<file path="config.mk">
export PLATFORM = sky130hd
export DESIGN_NAME = gripper_command_status_regs
export DESIGN_NICKNAME = d
export VERILOG_FILES = /design/src/gripper_regs_pkg.sv /design/src/comm_watchdog.sv /design/src/gripper_command_status_regs.sv
export SDC_FILE = /design/constraint.sdc
export NUM_CORES = 1
export LEC_CHECK = 0
export ABC_AREA = 1
export CAP_MARGIN = 20
export CORE_ASPECT_RATIO = 1.75
export CORE_MARGIN = 5
export CORE_UTILIZATION = 40
export DETAILED_ROUTE_END_ITERATION = 8
export DONT_BUFFER_PORTS = 1
export PLACE_DENSITY = 0.59
export SETUP_SLACK_MARGIN = 0.5
export SLEW_MARGIN = 20
export SYNTH_ARGS = -nofsm -noshare
export SYNTH_HDL_FRONTEND = slang
export SYNTH_SLANG_ARGS = --single-unit
</file>
<file path="constraint.sdc">
create_clock -name mclk -period 2.7 [get_ports mclk]
set_input_delay 0.675 -clock mclk [delete_from_list [all_inputs] [get_ports mclk]]
set_output_delay 0.675 -clock mclk [all_outputs]
set_load 0.01 [all_outputs]
</file>
<file path="src/gripper_regs_pkg.sv">
// Purpose: shared constants and types of the gripper command/status bank
// Assumes: 100 MHz mclk
// Notes:   byte offsets index two 16-byte images
`default_nettype none
package gripper_regs_pkg;
	localparam int          IMG_BYTES = 16;
	localparam int          ADDR_W    = 4;
	// command image offsets
	localparam logic [3:0]  CMD_ACTION = 4'h0;
	localparam logic [3:0]  CMD_TARGET = 4'h3;
	localparam logic [3:0]  CMD_SPEED  = 4'h4;
	localparam logic [3:0]  CMD_FORCE  = 4'h5;
	// status image offsets
	localparam logic [3:0]  ST_SUMMARY = 4'h0;
	localparam logic [3:0]  ST_FAULT   = 4'h2;
	localparam logic [3:0]  ST_ECHO    = 4'h3;
	localparam logic [3:0]  ST_POS     = 4'h4;
	localparam logic [3:0]  ST_CURR    = 4'h5;
	// command_bits field positions
	localparam int          BIT_ACT  = 0;
	localparam int          BIT_MOVE = 3;
	localparam int          BIT_REL  = 4;
	localparam int          BIT_DIR  = 5;
	// power-up image: activation bit held set
	localparam logic [7:0]  CMD_ACTION_RST = 8'h01;
	localparam logic [7:0]  CMD_OTHER_RST  = 8'h00;
	// state_summary fields
	localparam int          SUM_STA_LSB = 4;
	localparam int          SUM_OBJ_LSB = 6;
	localparam logic [1:0]  STA_RESET   = 2'h0;
	localparam logic [1:0]  STA_ACTIVE  = 2'h1;
	localparam logic [1:0]  STA_DONE    = 2'h3;
	// fault codes
	localparam logic [7:0]  FLT_NONE     = 8'h00;
	localparam logic [7:0]  FLT_DELAYED  = 8'h05;
	localparam logic [7:0]  FLT_NOT_ACT  = 8'h07;
	localparam logic [7:0]  FLT_NO_COMM  = 8'h09;
	localparam logic [7:0]  FLT_MAJOR_LO = 8'h0A;
	localparam logic [7:0]  FLT_REL_BUSY = 8'h0B;
	localparam logic [7:0]  FLT_REL_DONE = 8'h0F;
	// communication silence limit
	localparam int unsigned CLK_KHZ         = 100000;
	localparam int unsigned COMM_TIMEOUT_MS = 1000;
	localparam int unsigned COMM_TIMEOUT_CYC = COMM_TIMEOUT_MS * CLK_KHZ;

	typedef enum logic [2:0] {
		GS_LOCKED     = 3'b000,
		GS_IDLE       = 3'b001,
		GS_ACTIVATING = 3'b010,
		GS_READY      = 3'b011,
		GS_RELEASING  = 3'b100,
		GS_RELEASED   = 3'b101
	} grip_state_t;
endpackage
`default_nettype wire

</file>
<file path="src/comm_watchdog.sv">
// Purpose: flags a silent link after a fixed number of cycles
// Assumes: activity is a one-cycle pulse on mclk
// Notes:   count saturates; any activity restarts it
`timescale 1ns/1ps
`default_nettype none
module comm_watchdog #(
	parameter int unsigned TIMEOUT_CYC = 100000000
) (
	input  wire logic mclk,
	input  wire logic rst,
	input  wire logic activity,
	output logic      timed_out
);
	localparam int CNT_W = $clog2(TIMEOUT_CYC + 1);
	localparam logic [CNT_W-1:0] LIMIT = CNT_W'(TIMEOUT_CYC);

	logic [CNT_W-1:0] cnt_r;
	logic [CNT_W-1:0] cnt_nxt;
	logic             to_r;
	logic             to_nxt;

	always_comb begin
		if (activity)
			cnt_nxt = '0;
		else if (cnt_r == LIMIT)
			cnt_nxt = cnt_r;
		else
			cnt_nxt = cnt_r + 1'b1;
		to_nxt = (cnt_nxt == LIMIT);
	end

	always_ff @(posedge mclk) begin
		if (rst) begin
			cnt_r <= '0;
			to_r  <= 1'b0;
		end else begin
			cnt_r <= cnt_nxt;
			to_r  <= to_nxt;
		end
	end

	assign timed_out = to_r;
endmodule // comm_watchdog
`default_nettype wire

</file>
<file path="src/gripper_command_status_regs.sv">
// Purpose: command and status byte images of the gripper controller
// Assumes: frame decoder and motor logic run on mclk
// Notes:   frame layer drives the byte write/read port
`timescale 1ns/1ps
`default_nettype none
module gripper_command_status_regs
	import gripper_regs_pkg::*;
#(
	parameter int unsigned COMM_TIMEOUT_CYCLES = COMM_TIMEOUT_CYC
) (
	input  wire logic        mclk,
	input  wire logic        rst,
	input  wire logic        wr_en,
	input  wire logic [3:0]  wr_addr,
	input  wire logic [7:0]  wr_data,
	input  wire logic        rd_en,
	input  wire logic        rd_status,
	input  wire logic [3:0]  rd_addr,
	output logic      [7:0]  rd_data,
	output logic             rd_valid,
	input  wire logic        comm_activity,
	input  wire logic        act_routine_done,
	input  wire logic        release_at_limit,
	input  wire logic [7:0]  meas_position,
	input  wire logic [7:0]  meas_current,
	input  wire logic [1:0]  obj_state,
	output logic             activation_run,
	output logic             move_enable,
	output logic      [7:0]  target_position,
	output logic      [7:0]  speed_setting,
	output logic      [7:0]  force_limit_setting,
	output logic             release_run,
	output logic             release_direction,
	output logic      [7:0]  fault_code
);
	////////////////////////////////////////////////////////////////////////
	// command image
	logic [7:0]  cmd_r   [IMG_BYTES];
	logic [7:0]  cmd_nxt [IMG_BYTES];
	logic        act_prev_r;
	logic        act_prev_nxt;

	always_comb begin
		for (int i = 0; i < IMG_BYTES; i++) begin
			cmd_nxt[i] = cmd_r[i];
			if (wr_en && wr_addr == 4'(i))
				cmd_nxt[i] = wr_data;
		end
		act_prev_nxt = cmd_r[CMD_ACTION][BIT_ACT];
	end

	always_ff @(posedge mclk) begin
		if (rst) begin
			for (int i = 0; i < IMG_BYTES; i++)
				cmd_r[i] <= (i == 0) ? CMD_ACTION_RST : CMD_OTHER_RST;
			act_prev_r <= 1'b1;
		end else begin
			for (int i = 0; i < IMG_BYTES; i++)
				cmd_r[i] <= cmd_nxt[i];
			act_prev_r <= act_prev_nxt;
		end
	end

	logic act_bit;
	logic move_bit;
	logic rel_bit;
	logic dir_bit;
	logic act_rise;

	assign act_bit  = cmd_r[CMD_ACTION][BIT_ACT];
	assign move_bit = cmd_r[CMD_ACTION][BIT_MOVE];
	assign rel_bit  = cmd_r[CMD_ACTION][BIT_REL];
	assign dir_bit  = cmd_r[CMD_ACTION][BIT_DIR];
	assign act_rise = act_bit && !act_prev_r;

	////////////////////////////////////////////////////////////////////////
	// link silence detection
	logic comm_timeout;

	comm_watchdog #(
		.TIMEOUT_CYC (COMM_TIMEOUT_CYCLES)
	) u_watchdog (
		.mclk      (mclk),
		.rst       (rst),
		.activity  (comm_activity),
		.timed_out (comm_timeout)
	);

	////////////////////////////////////////////////////////////////////////
	// gripper state and fault
	grip_state_t state_r;
	grip_state_t state_nxt;
	logic        rel_dir_r;
	logic        rel_dir_nxt;
	logic [7:0]  fault_r;
	logic [7:0]  fault_nxt;
	logic        major;
	logic        armed;

	assign major = (fault_r >= FLT_MAJOR_LO);
	assign armed = act_bit && (state_r != GS_LOCKED);

	always_comb begin
		state_nxt = state_r;
		case (state_r)
			GS_LOCKED: begin
				if (!act_bit)
					state_nxt = GS_IDLE;
			end
			GS_IDLE: begin
				if (act_bit)
					state_nxt = GS_ACTIVATING;
			end
			GS_ACTIVATING: begin
				if (!act_bit)
					state_nxt = GS_IDLE;
				else if (rel_bit)
					state_nxt = GS_RELEASING;
				else if (act_routine_done)
					state_nxt = GS_READY;
			end
			GS_READY: begin
				if (!act_bit)
					state_nxt = GS_IDLE;
				else if (rel_bit)
					state_nxt = GS_RELEASING;
			end
			GS_RELEASING: begin
				if (!act_bit)
					state_nxt = GS_IDLE;
				else if (release_at_limit)
					state_nxt = GS_RELEASED;
			end
			GS_RELEASED: begin
				if (!act_bit)
					state_nxt = GS_IDLE;
			end
			default: state_nxt = GS_IDLE;
		endcase

		rel_dir_nxt = rel_dir_r;
		if (state_r != GS_RELEASING && state_nxt == GS_RELEASING)
			rel_dir_nxt = dir_bit;

		fault_nxt = fault_r;
		if (act_rise)
			fault_nxt = FLT_NONE;
		if (state_nxt == GS_RELEASING)
			fault_nxt = FLT_REL_BUSY;
		else if (state_nxt == GS_RELEASED)
			fault_nxt = FLT_REL_DONE;
		else if (!major || act_rise) begin
			if (!armed)
				fault_nxt = (move_bit || rel_bit) ? FLT_NOT_ACT : FLT_NONE;
			else if (state_r == GS_ACTIVATING && move_bit)
				fault_nxt = FLT_DELAYED;
			else if (comm_timeout)
				fault_nxt = FLT_NO_COMM;
			else
				fault_nxt = FLT_NONE;
		end
	end

	always_ff @(posedge mclk) begin
		if (rst) begin
			state_r   <= GS_LOCKED;
			rel_dir_r <= 1'b0;
			fault_r   <= FLT_NONE;
		end else begin
			state_r   <= state_nxt;
			rel_dir_r <= rel_dir_nxt;
			fault_r   <= fault_nxt;
		end
	end

	////////////////////////////////////////////////////////////////////////
	// motion control outputs
	assign activation_run      = (state_r == GS_ACTIVATING);
	assign move_enable         = (state_r == GS_READY) && move_bit && !rel_bit;
	assign release_run         = (state_r == GS_RELEASING);
	assign release_direction   = rel_dir_r;
	assign target_position     = cmd_r[CMD_TARGET];
	assign speed_setting       = cmd_r[CMD_SPEED];
	assign force_limit_setting = cmd_r[CMD_FORCE];
	assign fault_code          = fault_r;

	////////////////////////////////////////////////////////////////////////
	// status image and read port
	function automatic logic [1:0] sta_code(input grip_state_t s);
		case (s)
			GS_ACTIVATING: sta_code = STA_ACTIVE;
			GS_READY:      sta_code = STA_DONE;
			default:       sta_code = STA_RESET;
		endcase
	endfunction

	logic [7:0] stat_img [IMG_BYTES];
	logic [7:0] rd_data_r;
	logic [7:0] rd_data_nxt;
	logic       rd_valid_r;

	always_comb begin
		for (int i = 0; i < IMG_BYTES; i++)
			stat_img[i] = 8'h00;
		stat_img[ST_SUMMARY][BIT_ACT]  = act_bit;
		stat_img[ST_SUMMARY][BIT_MOVE] = move_bit;
		stat_img[ST_SUMMARY][SUM_STA_LSB +: 2] = sta_code(state_r);
		stat_img[ST_SUMMARY][SUM_OBJ_LSB +: 2] = obj_state;
		stat_img[ST_FAULT] = fault_r;
		stat_img[ST_ECHO]  = cmd_r[CMD_TARGET];
		stat_img[ST_POS]   = meas_position;
		stat_img[ST_CURR]  = meas_current;
		rd_data_nxt = rd_data_r;
		if (rd_en)
			rd_data_nxt = rd_status ? stat_img[rd_addr] : cmd_r[rd_addr];
	end

	always_ff @(posedge mclk) begin
		if (rst) begin
			rd_data_r  <= 8'h00;
			rd_valid_r <= 1'b0;
		end else begin
			rd_data_r  <= rd_data_nxt;
			rd_valid_r <= rd_en;
		end
	end

	assign rd_data  = rd_data_r;
	assign rd_valid = rd_valid_r;
endmodule // gripper_command_status_regs
`default_nettype wire

</file>
==> results.json, run 1 <==
{
  "power.leakage_uw": 0.00340,
  "start_kind": "register",
  "slew_headroom_pct": 58.1,
  "drive_above_1_share_pct": 8.67,
  "crit_cells": 5,
  "path_class": "reg -> out",
  "rrSetupSlack_ns": 0.73,
  "setup_viol_count_final": 0,
  "avgRoutedWirePerCell_um": 21.0,
  "path_cells": "inv_2 -> nand2_1 -> nor2_1 -> inv_1 -> nor3_4",
  "port_buffers": 0,
  "rr_endpoint": "u_watchdog.timed_out$_SDFF_PP0_",
  "synth.distinct_cells": 43,
  "cp_num_buf_inv": 2,
  "reg2regPathDepth": 10,
  "area_delta_synth_final_pct": 11.4,
  "pwr_density_cell_nw_per_um2": 629,
  "worstPathRequired_ns": 2.03,
  "maxSlewViolCount": 0,
  "gp_congestion": 0.931,
  "synthTopCellsByArea": "edfxtp_1 (34%), dfxtp_1 (19%), nor2_1 (9.7%), nand2_1 (7.1%), o21ai_0 (6.8%)",
  "synth_edf_count": 96,
  "power_uw": 5890,
  "instances_no_fill": 1302,
  "antenna_found_initial": 0,
  "n_fill_cell": 2084,
  "netlist_area_um2": 8410,
  "clock-root-buffer": "clkbuf_16",
  "wl_mm": 27.3,
  "first_pass_iters": 5,
  "async_reset_ff_share_pct": 0,
  "critPathLaunch": "state_r[2]$_SDFF_PP0_",
  "grt_pass1_wl_mm": 41.3,
  "worst_pin_slew_ns": 0.626,
  "grt_use_total_pct": 22.7,
  "max-cap-violations": 0,
  "die-area_um2": 24100,
  "post-place-ws_ns": 0.495,
  "tns_ns": 0,
  "initial_utilization_pct": 40.3,
  "clkLatencyLatePin_ns": 0.43,
  "fin_nets": 1081,
  "avgSynthCellArea_um2": 8.12,
  "io_pins": 87,
  "synth-seq-area-share_pct": 52.9,
  "grt_max_degree": 75,
  "min_period_ns": 2.04,
  "die_x_um": 120,
  "num_rows": 70,
  "path_delay_family": "simple AND/OR/NAND/NOR gates",
  "rsz0062_at_grt": "no",
  "yosysTopAreaCell": "edfxtp_1",
  "overflow": 0,
  "hold_path_class": "in -> reg",
  "clk_pin_slew_ns": 0.07,
  "hpwl_mm": 20.5,
  "vias": 7160,
  "max_stage_delay_ns": 0.33,
  "crit_fanout": 8,
  "vdd_drop_max_uv": 376,
  "worst_slack_ns": 0.659,
  "htree_levels": 4,
  "drtIter0Drc": 509,
  "antennaDiodeCount": 0,
  "setup.worst_path.end": "move_enable",
  "end_kind": "output pin",
  "drt-vias-per-instance": 5.50,
  "tritoncts": "yes",
  "r2r_start": "u_watchdog.cnt_r[0]$_SDFF_PP0_",
  "worst_hold_slack_ns": 0.312,
  "ant_nets": 0,
  "worst_ep_arrival_time_ns": 1.37,
  "synthCells": 1035,
  "hold_violations": 0,
  "synth.top_cell.area_share_pct": 34.3,
  "post-route-drc-count": 0,
  "die_h_um": 202,
  "fin_skew_ns": 0.00836,
  "core_area_um2": 20800,
  "cts_sinks": 174,
  "dp.cells": 1270,
  "clockBufferDepth": 2,
  "fin_crit_sh_pct": 75.6,
  "synth_ff_type": "edfxtp_1",
  "crit_slowest_cell": "dfxtp_1",
  "status": "completed",
  "ys_seq_elements": 174,
  "timing.fmax_ghz": 0.490,
  "ys_warn_count": 0,
  "holdBufCountCts": 0,
  "grt_pass1_vias": 7151,
  "cts_made_buffers": 17
}
==> placed cells by master (no fill, tap or decap), types with 2 or more instances in the layout <==
| cell | instances |
|---|---|
| nor3_1 | 8 |
| o211ai_1 | 8 |
| o2111ai_1 | 5 |
| buf_4 | 28 |
| edfxtp_1 | 96 |
| o221ai_1 | 7 |
| a31oi_1 | 7 |
| xnor2_1 | 5 |
| nand2_1 | 159 |
| inv_4 | 2 |
| o21ai_0 | 115 |
| nand3_2 | 3 |
| xor2_1 | 3 |
| ha_1 | 2 |
| conb_1 | 4 |
| nand2_2 | 4 |
| o21ai_1 | 5 |
| dfxtp_1 | 78 |
| inv_6 | 5 |
| a21oi_1 | 67 |
| clkbuf_16 | 19 |
| o22ai_1 | 8 |
| o31ai_1 | 5 |
| inv_2 | 3 |
| nor2_2 | 7 |
| nor2_4 | 4 |
| nor2_1 | 217 |
| a32oi_1 | 2 |
| nand3_1 | 59 |
| inv_1 | 78 |
| nand4_1 | 8 |
| nor3_2 | 4 |
| clkinv_2 | 3 |
| clkinv_1 | 7 |
==> worst reg2reg max path, stage by stage, from the launching register on <==
cell	delay, ns
dfxtp_1	0.45
inv_1	0.15
nor2_2	0.25
nand2_2	0.18
clkinv_1	0.11
nand3_1	0.07
nand3_1	0.12
nand2_1	0.07
nor2_1	0.11
nand3_1	0.19
nor3_2	0.21
==> layer usage <==
metal  global-route usage (%)  wire (um)  up-vias
li1                         -          -     3492
met1                     22.6       9240     3371
met2                     43.1      15200      228
met3                     5.54       1580       69
met4                     11.0       1250        0
met5                        0          0        -
==> state kept, by name, summed over array words and instances, names as in the netlist, 3 cells and up <==
name	count
cmd_r	128
u_watchdog.cnt_r	27
rd_data	8
fault_code	4
state_r	3
==> logic make-up after synthesis <==
group / share of synthesized area, %
simple gates: 23.9
compound gates: 15.3
flops: 52.9
buf+inv: 6.40
xor+xnor: 1.22
fa+ha+maj: 0.298
other cells: 0.0446
==> cell usage after synthesis, types with 5 or more instances <==
cell and count:
nor2_1 217, nand2_1 159, o21ai_0 115, edfxtp_1 96
inv_1 80, dfxtp_1 78, a21oi_1 67, nand3_1 59
clkbuf_1 29, nor3_1 10, buf_1 9, nand4_1 8
o211ai_1 8, o22ai_1 8, a31oi_1 7, buf_2 7
clkinv_1 7, nor2_2 7, o221ai_1 7, o2111ai_1 5
o21ai_1 5, o31ai_1 5, xnor2_1 5
==> power by group <==
| part | internal, uW | switching (uW) |
|---|---|---|
| sequential | 2930 | 72.8 |
| combinational | 124 | 287 |
| clock | 1400 | 1080 |
==> area by class of cell <==
cell class	instances	area [um^2]	share of cell area (%)
clock inverters	13	120	1.28
multi-input cells	727	3450	36.9
clock buffers	19	475	5.07
well taps	252	315	3.37
inverters	88	330	3.53
repair buffers	29	230	2.46
flip-flops and latches	174	4440	47.4
==> worst min-delay path by stage <==
stage | from | to | depth (start not counted) | slack, ns
2_1_floorplan | cmd_r[0][0]$_SDFFE_PP1P_ | state_r[1]$_SDFF_PP0_ | 2 | 0.45
6_report | rst | u_watchdog.cnt_r[17]$_SDFF_PP0_ | 1 | 0.31
3_5_place_dp | u_watchdog.timed_out$_SDFF_PP0_ | fault_code[3]$_SDFFE_PP0P_ | 2 | 0.49
5_1_grt | rst | u_watchdog.cnt_r[17]$_SDFF_PP0_ | 1 | 0.29
4_1_cts | rst | u_watchdog.cnt_r[19]$_SDFF_PP0_ | 1 | 0.29
3_3_place_gp | u_watchdog.timed_out$_SDFF_PP0_ | fault_code[3]$_SDFFE_PP0P_ | 2 | 0.48
==> timing repair <==
item,4_1_cts,5_1_grt
resized for setup,1,2
setup endpoints to repair,1,1
buffers inserted,0,0
==> metrics by stage <==
stage / cell area [um^2] / utilization [%]
finish: 9370 / 44.9
global route: 9370 / 44.9
CTS: 9360 / 44.9
detailed placement: 8760 / 42.0
global placement: 8760 / 42.0
floorplan: 8420 / -
Note: power is estimated with default switching activity, not from simulation.
==> run 2: changes to the inputs <==
--- a/config.mk
+++ b/config.mk
@@ -12,7 +12,7 @@
 export CORE_UTILIZATION = 40
 export DETAILED_ROUTE_END_ITERATION = 8
 export DONT_BUFFER_PORTS = 1
-export PLACE_DENSITY = 0.59
+export PLACE_DENSITY = 0.61
 export SETUP_SLACK_MARGIN = 0.5
 export SLEW_MARGIN = 20
 export SYNTH_ARGS = -nofsm -noshare
==> constraint.sdc (replaced) <==
create_clock -name mclk -period 1.8 [get_ports mclk]
set_input_delay 0.45 -clock mclk [delete_from_list [all_inputs] [get_ports mclk]]
set_output_delay 0.45 -clock mclk [all_outputs]
set_load 0.01 [all_outputs]
==> run 2 against run 1 <==
Die area unchanged. Sequential cell count unchanged. Wire length increased by 4.0%. Largest power group unchanged.
==> results.json, run 2 (same netlist as run 1, synthesis figures left out) <==
{
  "status": "completed",
  "power.leakage_uw": 0.00409,
  "grt_use_total_pct": 23.1,
  "rsz0062_at_grt": "yes",
  "area_delta_synth_final_pct": 30.3,
  "grt_max_degree": 75,
  "critPathLaunch": "u_watchdog.cnt_r[0]$_SDFF_PP0_",
  "hp-start": "rst",
  "crit_top_cell": "nor2_2",
  "clock-root-buffer": "clkbuf_16",
  "maxSlewViolCount": 0,
  "setup_viol_count_final": 0,
  "grt_pass1_vias": 7618,
  "start_kind": "register",
  "clkPwrFrac_pct": 41.5,
  "timing.fmax_ghz": 0.581,
  "reg2regPathDepth": 10,
  "fin_crit_sh_pct": 95.7,
  "antenna_found_initial": 0,
  "drive_above_1_share_pct": 33.2,
  "cts_made_buffers": 17,
  "first_pass_iters": 5,
  "path_delay_family": "simple AND/OR/NAND/NOR gates",
  "p_sw_uw": 2250,
  "clockBufferDepth": 2,
  "worst_ep_arrival_time_ns": 2.09,
  "path_cells": "inv_4 -> ha_2 -> nand3b_1 -> nor2_2 -> nand2_2 -> o21ai_2 -> nor2_1 -> nor2_2 -> nand3_2 -> nor3_2",
  "hold_path_class": "in -> reg",
  "top_register": "cmd_r",
  "final_common_cell": "nor2_1",
  "n_fill_cell": 1927,
  "cp_num_buf_inv": 1,
  "overflow": 0,
  "rrSetupSlack_ns": 0.08,
  "fin_skew_ns": 0.00639,
  "post-place-ws_ns": -0.159,
  "tns_ns": 0,
  "slew_headroom_pct": 60.9,
  "stdcell_area_um2": 11000,
  "vdd_drop_max_uv": 634,
  "holdBufCountCts": 0,
  "rr_endpoint": "u_watchdog.timed_out$_SDFF_PP0_",
  "core_area_um2": 20800,
  "num_rows": 70,
  "drtIter0Drc": 593,
  "antennaDiodeCount": 0,
  "htree_levels": 4,
  "p_sw_share_pct": 25.1,
  "grt_pass1_wl_mm": 42.2,
  "cts_sinks": 174,
  "ant_nets": 0,
  "path_class": "reg -> reg",
  "gp_congestion": 1.00,
  "max_stage_delay_ns": 0.37,
  "clk_pin_slew_ns": 0.07,
  "crit_cells": 10,
  "tritoncts": "yes",
  "initial_utilization_pct": 40.3,
  "die-area_um2": 24100,
  "intPower_uw": 6720,
  "fin_nets": 1159,
  "post-route-drc-count": 0,
  "clkLatencyLatePin_ns": 0.44,
  "power_frac_seq_pct": 49.6,
  "wl_mm": 28.4,
  "die_h_um": 202,
  "end_kind": "register",
  "pwr-share-comb_pct": 8.9,
  "worstPathRequired_ns": 2.17,
  "avgRoutedWirePerCell_um": 20.6,
  "die_x_um": 120,
  "hold_violations": 0,
  "placed_area_um2": 9380,
  "worst_pin_slew_ns": 0.586,
  "io_pins": 87,
  "final_cell_mix": "nor2_1 (179), nand2_1 (123), edfxtp_1 (96)",
  "r2r_start": "u_watchdog.cnt_r[0]$_SDFF_PP0_",
  "crit_fanout": 4,
  "largest_reg_flops": 128,
  "pwr_density_cell_nw_per_um2": 819,
  "drt-vias-per-instance": 5.51,
  "min_period_ns": 1.72,
  "worst_slack_ns": 0.0777,
  "vias": 7597,
  "port_buffers": 0,
  "crit_slowest_cell": "dfxtp_4",
  "max-cap-violations": 0,
  "setup.worst_path.end": "u_watchdog.timed_out$_SDFF_PP0_",
  "hpwl_mm": 20.8
}
==> run 2: metrics by stage <==
| stage | utilization, % | power (uW) | cells | hold slack, ns |
|---|---|---|---|---|
| final | 52.6 | 8970 | 1380 | 0.0625 |
| after CTS | 49.9 | 8980 | 1364 | 0.0533 |
| after global routing | 52.6 | 9270 | 1380 | 0.0525 |
| after global placement | 45.0 | 5280 | 1314 | 0.508 |
| after floorplan | - | 5090 | 1038 | 0.442 |
| after detailed placement | 45.0 | 5290 | 1314 | 0.517 |
==> run 2: metal layers <==
metal | vias up | track usage, % | part of all wire [%]
met5 | - | 0 | 0
met2 | 236 | 43.6 | 56
met1 | 3610 | 21.6 | 32
li1 | 3662 | - | -
met4 | 0 | 15.6 | 6.5
met3 | 89 | 5.52 | 5.4
==> run 2: power by group through the flow <==
stage | logic, uW | registers (uW) | clock network, uW
2_1_floorplan | 552 | 4540 | 0
5_1_grt | 862 | 4470 | 3930
4_1_cts | 752 | 4470 | 3760
6_report | 795 | 4450 | 3720
3_5_place_dp | 725 | 4560 | 0
3_3_place_gp | 718 | 4560 | 0
==> run 2: worst min path at each step <==
stage,endpoint,slack (ns),cells after the start
CTS,u_watchdog.cnt_r[13]$_SDFF_PP0_,0.05,1
global route,u_watchdog.cnt_r[15]$_SDFF_PP0_,0.05,1
finish,u_watchdog.cnt_r[11]$_SDFF_PP0_,0.06,1
global placement,fault_code[3]$_SDFFE_PP0P_,0.51,2
floorplan,state_r[1]$_SDFF_PP0_,0.44,2
detailed placement,fault_code[3]$_SDFFE_PP0P_,0.52,2
==> run 2: worst register-to-register path, delay by kind of cell (launching register included) <==
family	cells	cell delay, ns
flops	1	0.37
buf+inv	1	0.10
fa+ha+maj	1	0.19
simple gates	7	0.85
compound gates	1	0.15
==> run 2: layout make-up <==
class / count / area, um^2 / area share [%]
clock buffer: 17 / 425 / 3.88
clock inverter: 15 / 158 / 1.44
inverter: 88 / 350 / 3.20
multi-input combinational: 727 / 4160 / 38.0
sequential: 174 / 4570 / 41.7
tap: 252 / 315 / 2.88
timing repair buffer: 107 / 975 / 8.89
==> run 2: what timing repair did <==
item                                    in CTS  in global routing
buffers inserted                            18                 16
pin swaps                                   25                 45
resized for setup                          128                133
endpoints found under the setup margin      64                 58
==> run 3: changes to the inputs <==
--- a/config.mk
+++ b/config.mk
@@ -6,13 +6,13 @@
 export NUM_CORES = 1
 export LEC_CHECK = 0
 export ABC_AREA = 1
+export BUFFER_PORTS_ARGS = -buffer_cell sky130_fd_sc_hd__buf_2
 export CAP_MARGIN = 20
 export CORE_ASPECT_RATIO = 1.75
 export CORE_MARGIN = 5
 export CORE_UTILIZATION = 40
 export DETAILED_ROUTE_END_ITERATION = 8
-export DONT_BUFFER_PORTS = 1
-export PLACE_DENSITY = 0.61
+export PLACE_DENSITY = 0.65
 export SETUP_SLACK_MARGIN = 0.5
 export SLEW_MARGIN = 20
 export SYNTH_ARGS = -nofsm -noshare
==> run 3 against run 2 <==
Wire length is 8.1% higher. Count of clock-buffer cells in the layout stayed put. Hold slack better by 0.23 ns. Clock skew is 0.0026 ns higher.
==> results.json, run 3 (same netlist as run 1, synthesis figures left out) <==
{
  "final_cell_mix": "nor2_1 (173), nand2_1 (116), buf_4 (106)",
  "rrSetupSlack_ns": 0.006,
  "post-place-ws_ns": -0.0830,
  "grt_max_degree": 34,
  "num_rows": 70,
  "antenna_found_initial": 0,
  "cts_sinks": 174,
  "crit_fanout": 7,
  "largest_reg_flops": 128,
  "hold_violations": 0,
  "area_delta_synth_final_pct": 47.5,
  "grt_use_total_pct": 24.4,
  "crit_slowest_cell": "dfxtp_4",
  "worst_ep_arrival_time_ns": 2.16,
  "initial_utilization_pct": 40.3,
  "grt_pass1_wl_mm": 45.2,
  "drtIter0Drc": 697,
  "min_period_ns": 1.79,
  "vias": 8475,
  "worst_slack_ns": 0.00642,
  "post-route-util_pct": 59.5,
  "max-cap-violations": 0,
  "fin_crit_sh_pct": 99.6,
  "instances_no_fill": 1509,
  "worst_hold_slack_ns": 0.292,
  "fin_skew_ns": 0.00903,
  "cts_made_buffers": 17,
  "gp_congestion": 1.01,
  "ant_nets": 0,
  "clkLatencyLatePin_ns": 0.43,
  "die_h_um": 202,
  "reg2regPathDepth": 11,
  "top_register": "cmd_r",
  "end_kind": "register",
  "max_stage_delay_ns": 0.40,
  "path_class": "reg -> reg",
  "core_area_um2": 20800,
  "overflow": 0,
  "wl_mm": 30.7,
  "clock-root-buffer": "clkbuf_16",
  "setup_viol_count_final": 0,
  "worst_pin_slew_ns": 0.572,
  "port_buffers": 82,
  "htree_levels": 4,
  "clockBufferDepth": 2,
  "clk_pin_slew_ns": 0.08,
  "status": "completed",
  "tritoncts": "yes",
  "drive_above_1_share_pct": 42.2,
  "antennaDiodeCount": 0,
  "maxSlewViolCount": 0,
  "power.leakage_uw": 0.00484,
  "rsz0062_at_grt": "yes",
  "grt_pass1_vias": 8481,
  "slew_headroom_pct": 61.8,
  "hold_depth": 3,
  "worstPathRequired_ns": 2.17,
  "start_kind": "register",
  "post-route-drc-count": 0,
  "timing.fmax_ghz": 0.558,
  "die-area_um2": 24100,
  "path_cells": "ha_4 -> nand3_4 -> nor2_4 -> buf_12 -> nand3_4 -> nor2_4 -> xor2_2 -> nand2_1 -> nor2_1 -> nand2_1 -> nor3_2",
  "hold_path_class": "in -> reg",
  "final_common_cell": "nor2_1",
  "first_pass_iters": 5,
  "io_pins": 87,
  "fin_nets": 1288,
  "pwr_density_cell_nw_per_um2": 738,
  "die_x_um": 120,
  "drt-vias-per-instance": 5.62,
  "dp.cells": 1417,
  "hpwl_mm": 22.0,
  "vdd_drop_max_uv": 461,
  "avgRoutedWirePerCell_um": 20.3
}
[run 3: report_power, final]
part / internal [uW] / total [uW] / leakage, uW / switching (uW)
Sequential: 4360 / 4450 / 0.00160 / 94.3
Clock: 1840 / 3570 / 0.000281 / 1730
Combinational: 449 / 1130 / 0.00296 / 679
[run 3: layer usage]
metal	global-route usage [%]	wire length (um)
met5	0	0
met4	17.4	2510
met3	4.00	1450
met2	46.0	16800
met1	23.5	9930
[run 3: cell type report]
class                      count  area (um^2)
fill                        1677         8440
sequential                   174         4600
multi-input combinational    727         4340
timing repair buffer         236         2210
clock buffer                  17          425
inverter                      88          365
tap                          252          315
clock inverter                15          149
[run 3: path summary, 6_finish.rpt]
path                                  startpoint                               to
hold / removal                        wr_data[5]         cmd_r[3][5]$_SDFFE_PP0P_
setup / recovery  u_watchdog.cnt_r[1]$_SDFF_PP0_  u_watchdog.timed_out$_SDFF_PP0_
setup reg to reg  u_watchdog.cnt_r[1]$_SDFF_PP0_  u_watchdog.timed_out$_SDFF_PP0_
hold reg to reg   release_direction$_SDFFE_PP0P_   release_direction$_SDFFE_PP0P_
[run 3: repair_timing]
item                                    in CTS  in global routing
endpoints found under the setup margin      74                 92
gates cloned                                 1                  2
setup buffers                               43                 14
pin swaps                                   43                 69
resized for setup                          209                162
hold buffers                                 0                  0
hold endpoints to repair                     0                  0
[run 3: critical path, delay by kind of cell (launching register included)]
family	cells	cell delay [ns]
AND/OR/NAND/NOR	8	0.87
flip-flops	1	0.40
adder cells (fa/ha/maj)	1	0.16
buffers and inverters	1	0.14
XOR/XNOR	1	0.16
[run 3: per-stage QoR]
step / cell area (um^2) / total power (uW) / setup TNS (ns)
after floorplan: 8900 / 5090 / 0
after global placement: 10100 / 5490 / -0.108
after detailed placement: 10100 / 5500 / -0.112
after CTS: 11700 / 9100 / 0
after global routing: 12400 / 9470 / -0.205
final: 12400 / 9160 / 0
